File: src/msbi_regs.svh
`ifndef MSBI_REGS_SVH
`define MSBI_REGS_SVH
// program space split
`define MSBI_INT_TOP      16'h1000
`define MSBI_RESET_PC     16'h000c
`define MSBI_VEC_BYTES    16'h000c
`define MSBI_VEC_COUNT    3'h6
// register file map
`define MSBI_PORT_TOP     8'h03
`define MSBI_GP_TOP       8'h7f
`define MSBI_CTRL_BASE    8'hf0
`define MSBI_SP_UPPER     8'hfe
`define MSBI_SP_LOWER     8'hff
`define MSBI_RP_MAX_GRP   4'h8
`define MSBI_RP_CTRL_GRP  4'hf
`define MSBI_STACK_MIN    16'h1000
`define MSBI_SP_RESET     8'h00
`endif

File: src/msbi_pkg.sv
package msbi_pkg;
   typedef enum logic [1:0] {
      MSBI_IDLE  = 2'b00,
      MSBI_ADDR  = 2'b01,
      MSBI_DATA  = 2'b11,
      MSBI_END   = 2'b10
   } msbi_state_t;
   // one external transfer request
   typedef struct packed {
      logic        write;
      logic        data_space;
      logic [15:0] addr;
      logic [7:0]  wdata;
   } msbi_req_t;
   // register file decode result
   typedef struct packed {
      logic       is_port;
      logic       is_gp;
      logic       is_ctrl;
      logic       is_invalid;
      logic [7:0] addr;
   } msbi_rdec_t;
endpackage

File: src/msbi_core.sv
`timescale 1ns/1ps
`include "msbi_regs.svh"
module msbi_core
   import msbi_pkg::*;
(
   input  wire logic        clk,
   input  wire logic        rst_n,
   // program fetch / data transfer request from the core
   input  wire logic        req_valid,
   output logic             req_ready,
   input  msbi_req_t        req,
   input  wire logic        req_stack,
   output logic             rsp_valid,
   output logic [7:0]       rsp_data,
   output logic [15:0]      pc,
   input  wire logic        pc_load,
   input  wire logic [15:0] pc_load_val,
   input  wire logic [2:0]  vector_sel,
   output logic [15:0]      vector_addr,
   // internal program store
   output logic [11:0]      rom_addr,
   input  wire logic [7:0]  rom_data,
   // configuration
   input  wire logic        bus_float,
   input  wire logic        mux_port_mem,
   input  wire logic [1:0]  upper_nib_addr,
   input  wire logic        dm_enable,
   input  wire logic        stack_external,
   input  wire logic [7:0]  upper_gpio_out,
   input  wire logic [7:0]  upper_gpio_oe,
   // register file access
   input  wire logic        reg_we,
   input  wire logic [7:0]  reg_operand,
   input  wire logic        reg_short,
   input  wire logic [7:0]  reg_wdata,
   input  wire logic [7:0]  reg_pointer,
   output msbi_rdec_t       reg_dec,
   output logic [7:0]       stack_pointer_upper,
   output logic [7:0]       stack_pointer_lower,
   output logic [15:0]      stack_addr,
   output logic             stack_addr_ok,
   // pins
   output logic             addr_strobe_n,
   output logic             addr_strobe_oe,
   output logic             xfer_strobe_n,
   output logic             xfer_strobe_oe,
   output logic             rd_wr_n,
   output logic             rd_wr_oe,
   output logic             data_space_select_n,
   output logic [7:0]       mux_addr_data_port_o,
   output logic             mux_addr_data_port_oe,
   input  wire logic [7:0]  mux_addr_data_port_i,
   output logic [7:0]       upper_addr_port_o,
   output logic [7:0]       upper_addr_port_oe
);
   // sequencer state and the latched request
   msbi_state_t      state_q;
   msbi_state_t      state_d;
   msbi_req_t        cur_q;
   msbi_req_t        cur_d;
   msbi_req_t        cur_new;
   logic             started_q;
   logic             end_q;
   // program counter and stack pointer pair
   logic [15:0]      pc_q;
   logic [15:0]      pc_d;
   logic [7:0]       spu_q;
   logic [7:0]       spu_d;
   logic [7:0]       spl_q;
   logic [7:0]       spl_d;
   // answer path
   logic [7:0]       rdata_q;
   logic [7:0]       rdata_d;
   logic             rsp_q;
   logic             rsp_d;
   // two-stage synchroniser on the multiplexed port pins
   logic [7:0]       mux_s1_q;
   logic [7:0]       mux_s2_q;

   // request qualification and phase decode
   wire logic        is_internal;
   wire logic        take;
   wire logic        take_int;
   wire logic        take_ext;
   wire logic        ext_active;
   wire logic        addr_ph;
   wire logic        data_ph;
   wire logic        end_ph;
   wire logic        rd_data_ph;
   // register side
   wire logic        sp_we_u;
   wire logic        sp_we_l;
   wire logic        sp_in_gp;
   wire logic        vec_ok;
   wire logic [15:0] tgt_addr;
   wire logic [15:0] ext_stack_addr;
   wire logic [15:0] int_stack_addr;
   wire logic [7:0]  ext_rdata;

   // register file address decode, shared by all operand forms
   msbi_reg_decode u_dec (
      .reg_operand (reg_operand),
      .reg_short   (reg_short),
      .reg_pointer (reg_pointer),
      .dec         (reg_dec)
   );

   // stack transfers always target data space at the stack pointer address
   assign tgt_addr    = req_stack ? stack_addr : req.addr;
   assign is_internal = !req_stack && !req.data_space && (req.addr < `MSBI_INT_TOP);
   // refused while a machine cycle runs and while its read byte is still in the synchroniser
   assign req_ready   = (state_q == MSBI_IDLE) && started_q && !end_q;
   assign take        = req_valid && req_ready;
   assign take_int    = take && is_internal;
   assign take_ext    = take && !is_internal;

   // phases of the external machine cycle from the state register; the read data phase also uses cur_q.write
   assign ext_active  = (state_q != MSBI_IDLE);
   assign addr_ph     = (state_q == MSBI_ADDR);
   assign data_ph     = (state_q == MSBI_DATA);
   assign end_ph      = (state_q == MSBI_END);
   assign rd_data_ph  = data_ph && !cur_q.write;

   // machine cycle sequencer: idle -> addr -> data -> end; addr, data and end take one clock each
   always_comb begin
      state_d = state_q;
      unique case (state_q)
         MSBI_IDLE: begin
            if (take_ext) begin
               state_d = MSBI_ADDR;
            end
         end
         MSBI_ADDR: state_d = MSBI_DATA;
         MSBI_DATA: state_d = MSBI_END;
         MSBI_END:  state_d = MSBI_IDLE;
      endcase
   end

   // state register
   always_ff @(posedge clk or negedge rst_n) begin
      if (!rst_n) begin
         state_q <= MSBI_IDLE;
      end else begin
         state_q <= state_d;
      end
   end

   // first cycle after reset release is spent loading the start address
   always_ff @(posedge clk or negedge rst_n) begin
      if (!rst_n) begin
         started_q <= 1'b0;
      end else begin
         started_q <= 1'b1;
      end
   end

   // the pin byte of a read reaches the second stage only one edge after
   // the end state, so the answer waits for this flag; costs one cycle per
   // external transfer but keeps the pins behind two flops
   always_ff @(posedge clk or negedge rst_n) begin
      if (!rst_n) begin
         end_q <= 1'b0;
      end else begin
         end_q <= end_ph;
      end
   end

   // latch the request so pins stay stable across the machine cycle
   assign cur_new = '{req.write, req.data_space || req_stack, tgt_addr, req.wdata};
   assign cur_d   = take_ext ? cur_new : cur_q;
   always_ff @(posedge clk or negedge rst_n) begin
      if (!rst_n) begin
         cur_q <= '0;
      end else begin
         cur_q <= cur_d;
      end
   end

   // program counter: 16 bits over the 64K space, changed only by pc_load
   assign pc_d = pc_load ? pc_load_val : pc_q;
   always_ff @(posedge clk or negedge rst_n) begin
      if (!rst_n) begin
         pc_q <= `MSBI_RESET_PC;
      end else begin
         pc_q <= pc_d;
      end
   end
   assign pc = pc_q;

   // vectors are byte pairs at the bottom of program space
   assign vec_ok      = (vector_sel < `MSBI_VEC_COUNT);
   assign vector_addr = vec_ok ? {12'h000, vector_sel, 1'b0} : `MSBI_RESET_PC;

   // the on-chip store sees the low 12 address bits straight from the request
   assign rom_addr = req.addr[11:0];

   // pad pins cross from outside: two flops before use
   always_ff @(posedge clk or negedge rst_n) begin
      if (!rst_n) begin
         mux_s1_q <= 8'h00;
         mux_s2_q <= 8'h00;
      end else begin
         mux_s1_q <= mux_addr_data_port_i;
         mux_s2_q <= mux_s1_q;
      end
   end

   // answer: internal at once, external after the byte left the synchroniser;
   // the two never meet since requests are refused while end_q is high
   assign ext_rdata = cur_q.write ? cur_q.wdata : mux_s2_q;
   assign rsp_d     = take_int || end_q;
   assign rdata_d   = take_int ? rom_data : (end_q ? ext_rdata : rdata_q);
   always_ff @(posedge clk or negedge rst_n) begin
      if (!rst_n) begin
         rdata_q <= 8'h00;
         rsp_q   <= 1'b0;
      end else begin
         rdata_q <= rdata_d;
         rsp_q   <= rsp_d;
      end
   end
   assign rsp_valid = rsp_q;
   assign rsp_data  = rdata_q;

   // stack pointer registers, written through the register file
   assign sp_we_u = reg_we && (reg_dec.addr == `MSBI_SP_UPPER);
   assign sp_we_l = reg_we && (reg_dec.addr == `MSBI_SP_LOWER);
   assign spu_d   = sp_we_u ? reg_wdata : spu_q;
   assign spl_d   = sp_we_l ? reg_wdata : spl_q;
   always_ff @(posedge clk or negedge rst_n) begin
      if (!rst_n) begin
         spu_q <= `MSBI_SP_RESET;
         spl_q <= `MSBI_SP_RESET;
      end else begin
         spu_q <= spu_d;
         spl_q <= spl_d;
      end
   end
   assign stack_pointer_upper = spu_q;
   assign stack_pointer_lower = spl_q;

   // external stack spans both bytes; internal uses only the low byte
   assign ext_stack_addr = {spu_q, spl_q};
   assign int_stack_addr = {8'h00, spl_q};
   assign stack_addr     = stack_external ? ext_stack_addr : int_stack_addr;
   assign sp_in_gp       = (spl_q > `MSBI_PORT_TOP) && (spl_q <= `MSBI_GP_TOP);
   assign stack_addr_ok  = stack_external ? (ext_stack_addr >= `MSBI_STACK_MIN)
                                          : sp_in_gp;

   // strobes: address strobe low only in the addr state, once per cycle
   assign addr_strobe_n  = !addr_ph;
   assign xfer_strobe_n  = !data_ph;
   assign rd_wr_n        = !(ext_active && cur_q.write);
   // floating hands the strobes to another bus master
   assign addr_strobe_oe = !bus_float;
   assign xfer_strobe_oe = !bus_float;
   assign rd_wr_oe       = !bus_float;
   // shared program/data space when select disabled; pin is high idle
   assign data_space_select_n = !(dm_enable && ext_active && cur_q.data_space);

   // low port: address in addr and end phases (set up before strobe rises), data in the data phase;
   // released during a read data phase so the memory can drive it
   assign mux_addr_data_port_o  = data_ph ? cur_q.wdata : cur_q.addr[7:0];
   assign mux_addr_data_port_oe = mux_port_mem && !bus_float && ext_active
                                  && !rd_data_ph;

   // upper port: each nibble address or general I/O; an address nibble
   // floats with the bus, an I/O nibble keeps its own enables
   genvar n;
   generate
      for (n = 0; n < 2; n++) begin : g_nib
         assign upper_addr_port_o[n*4 +: 4]  = upper_nib_addr[n] ? cur_q.addr[8 + n*4 +: 4]
                                               : upper_gpio_out[n*4 +: 4];
         assign upper_addr_port_oe[n*4 +: 4] = upper_nib_addr[n] ? {4{!bus_float}}
                                               : upper_gpio_oe[n*4 +: 4];
      end
   endgenerate
endmodule

File: src/msbi_reg_decode.sv
`timescale 1ns/1ps
`include "msbi_regs.svh"
module msbi_reg_decode
   import msbi_pkg::*;
(
   input  wire logic [7:0] reg_operand,
   input  wire logic       reg_short,
   input  wire logic [7:0] reg_pointer,
   output msbi_rdec_t      dec
);
   wire logic [7:0] eff_addr;
   wire logic       grp_ok;
   // short operands: pointer upper nibble picks a 16-register group
   assign eff_addr = reg_short ? {reg_pointer[7:4], reg_operand[3:0]} : reg_operand;
   // groups 0..7 and the control group 15 make the nine working groups
   assign grp_ok = (reg_pointer[7:4] < `MSBI_RP_MAX_GRP)
                || (reg_pointer[7:4] == `MSBI_RP_CTRL_GRP);
   assign dec.addr       = eff_addr;
   assign dec.is_port    = (eff_addr <= `MSBI_PORT_TOP);
   assign dec.is_gp      = (eff_addr > `MSBI_PORT_TOP) && (eff_addr <= `MSBI_GP_TOP);
   assign dec.is_ctrl    = (eff_addr >= `MSBI_CTRL_BASE);
   assign dec.is_invalid = !(dec.is_port || dec.is_gp || dec.is_ctrl) || (reg_short && !grp_ok);
endmodule

File: config.mk
export PLATFORM = sky130hd
export DESIGN_NAME = msbi_core
export DESIGN_NICKNAME = d
export VERILOG_FILES = /design/src/msbi_pkg.sv /design/src/msbi_core.sv /design/src/msbi_reg_decode.sv
export VERILOG_INCLUDE_DIRS = /design/src /design/src/src
export SDC_FILE = /design/constraint.sdc
export NUM_CORES = 1
export LEC_CHECK = 0
export BUFFER_PORTS_ARGS = -buffer_cell sky130_fd_sc_hd__buf_2
export CORE_MARGIN = 3
export CORE_UTILIZATION = 42
export CTS_BUF_LIST = sky130_fd_sc_hd__clkbuf_8
export CTS_CLUSTER_SIZE = 14
export DETAILED_ROUTE_END_ITERATION = 10
export GPL_TIMING_DRIVEN = 0
export PLACE_DENSITY = 0.82
export SYNTH_ARGS = -nofsm -noshare
export SYNTH_HDL_FRONTEND = slang
export SYNTH_HIERARCHICAL = 1
export SYNTH_SLANG_ARGS = --single-unit
File: constraint.sdc
create_clock -name clk -period 1.7 [get_ports clk]
set_input_delay 0.17 -clock clk [delete_from_list [all_inputs] [get_ports clk]]
set_output_delay 0.17 -clock clk [all_outputs]
set_load 0.01 [all_outputs]
==> results.tsv <==
metric	value	unit
status	finished with violations	
failed_checks	negative setup slack	
dieArea	11700	um^2
yosys.area.top_type	dfrtp_1	
crit_path_cell_trace	or4_4 -> nor2_4 -> o31ai_2 -> buf_2	
pin_count	245	
antenna_found_initial	0	
clock_skew	0.0149	ns
grt_pass1_wl	19000	um
root_buffer	clkbuf_8	
cts_made_buffers	9	
first_global_vias	3758	
hold_viol	0	
drive_above_1_share	65.2	%
grt-busiest-layer	met2	
track_usage	20.8	%
synth_edf_count	0	
syn-instance-count	346	
insertion_delay	0.35	ns
final_antenna_net_count	0	
finalNonFillerCells	754	
worstPathRequired	1.53	ns
yosys-top-cells-area	dfrtp_1 (49%), mux2_2 (19%), buf_4 (6.7%)	
die-width	108	um
hp-class	in -> reg	
synthArstFlopShare	100	%
nNetsFinal	729	
portBuffers	220	
crit_type	reg -> out	
cp_slowest_stage_delay	0.54	ns
worst_path_max_delay_cell	or4_4	
drtIter0Drc	142	
ys_warn_count	6	
syn_avg_cell_area	12.6	um^2
viasPerCell	4.79	
routed_wl	12700	um
synth.most_common_cell	dfrtp_1	
synth_top_area_share	48.6	%
die_h	108	um
startpoint_type	flop	
dp_hpwl	9470	um
ys_ff_latch	87	
grt_use_met3	5.37	%
p_per_area	1220	nW/um^2
use_met2	37.5	%
setup_viol	16	
core	9950	um^2
synth_flop_cell	dfrtp_1	
rsz0062_at_grt	true	
seq_area_frac_synth	49.8	%
area_growth	46.1	%
slew_viol_final	0	
htreeDepth	3	
grt_start_max_net_pins	62	
relSlewSlack	48.5	%
via_count	3613	
min_period_over_period	108	%
drv_cap	0	
cts_tree	yes	
drcViolationCount	0	
dp_cells	712	
fin_tns_setup	-0.588	ns
dr.pass1.iters	6	
p_leak	3.40	nW
fin_ws	-0.131	ns
gr-total-overflow	0	
ys_types	39	
ir_drop	793	uV
fin_crit	1.83	ns
routedWlPerCell	16.9	um
crit_family	simple AND/OR/NAND/NOR gates	
path_buf_inv	1	
clkTransAtPathRegs	0.09	ns
rows	36	
grt_use_met1	24.4	%
cp_max_fo	2	
synth_area	4370	um^2
synth_commonest_cells	dfrtp_1 (85), mux2_2 (73), buf_4 (39), mux2i_1 (26), inv_1 (20)	
clk_path_buf_depth	2	
timing_worst_slew_pin_value	0.773	ns
start_util	43.9	%
worstSetupEndpointType	output pin	
crit_arrival	1.66	ns
routabilityCongestion	0.848	
clkSinkCount	87	
timing.fmax	546	MHz
==> per-stage QoR <==
stage / total power, mW / utilization (%) / setup slack, ns / instance area, um^2 / hold slack (ns)
2_1_floorplan: 4.62 / - / -0.0819 / 4430 / -0.126
3_3_place_gp: 5.47 / 57.2 / -0.242 / 5690 / 0.278
3_5_place_dp: 5.60 / 57.5 / -0.169 / 5720 / 0.116
4_1_cts: 7.55 / 63.0 / -0.138 / 6270 / 0.0250
5_1_grt: 8.21 / 64.1 / -0.188 / 6380 / 0.0281
6_report: 7.77 / 64.2 / -0.131 / 6390 / 0.0449
==> routing by layer <==
metal	up-vias	routed length, um
met5	-	0
met2	172	6620
li1	1687	-
met4	0	141
met1	1740	5030
met3	14	933
==> worst reg2reg max path, delay by kind of cell, from the launching register on <==
family	cells	cell delay (ns)
buffers and inverters	4	0.53
AO/OA/AOI/OAI	1	0.21
multiplexers	1	0.29
flip-flops	1	0.40
AND/OR/NAND/NOR	1	0.24
==> cell type report <==
class	instances	area, um^2
multi-input cells	196	1870
clock buffers	10	138
diodes	1	2.50
fillers	771	3570
plain buffers	52	394
well taps	133	166
inverters	20	75.1
flip-flops and latches	87	2190
clock inverters	6	92.6
repair buffers	249	1470
==> flip-flops by register name (all words and copies together), names as in the netlist <==
register / flops
mux_s1_q: 8
state_q: 2
cur_q: 26
stack_pointer_upper: 8
rsp_data: 8
rsp_valid: 1
end_q: 1
pc: 16
started_q: 1
mux_s2_q: 8
stack_pointer_lower: 8
==> power by group <==
part           leakage [nW]  total [mW]  switching (mW)  internal, mW
Sequential             1.06        3.00           0.401          2.60
Combinational          2.22        3.14            1.33          1.81
Clock                 0.114        1.63           0.751         0.878
Total                  3.40        7.77            2.48          5.29
==> what timing repair did <==
action,4_1_cts,5_1_grt
cloned,1,2
setup buffers,15,7
hold buffers,9,0
resized for setup,19,29
hold endpoints to repair,34,0
setup endpoints to repair,39,45
pin swaps,2,8
==> path summary, 6_finish.rpt <==
check,startpoint,to,slack [ns],cells past startpoint
setup reg to reg,end_q,cur_q[15],-0.09,7
setup / recovery,stack_pointer_lower[4],stack_addr_ok,-0.13,4
hold reg to reg,mux_s1_q[1],mux_s2_q[1],0.35,0
min in group asynchronous,rst_n,rsp_valid,0.27,2
max in group asynchronous,rst_n,pc[2],0.76,3
hold / removal,req[6],cur_q[6],0.04,2
==> cells by family after synthesis <==
family	Yosys count	synth area share, %
multiplexers	110	28.5
flip-flops	87	49.8
buffers and inverters	77	11.6
AND/OR/NAND/NOR	44	6.15
AO/OA/AOI/OAI	26	3.66
other	2	0.172
==> cell usage in the layout (no fill, tap or decap), types with 10 or more instances in the layout <==
master	instances
mux2_4	24
buf_4	48
buf_6	14
conb_1	14
buf_2	214
inv_1	20
and2_1	10
nor2_1	13
mux2i_1	26
dfrtp_1	80
mux2_2	60
clkbuf_8	11
(Power assumes the default switching activity.)
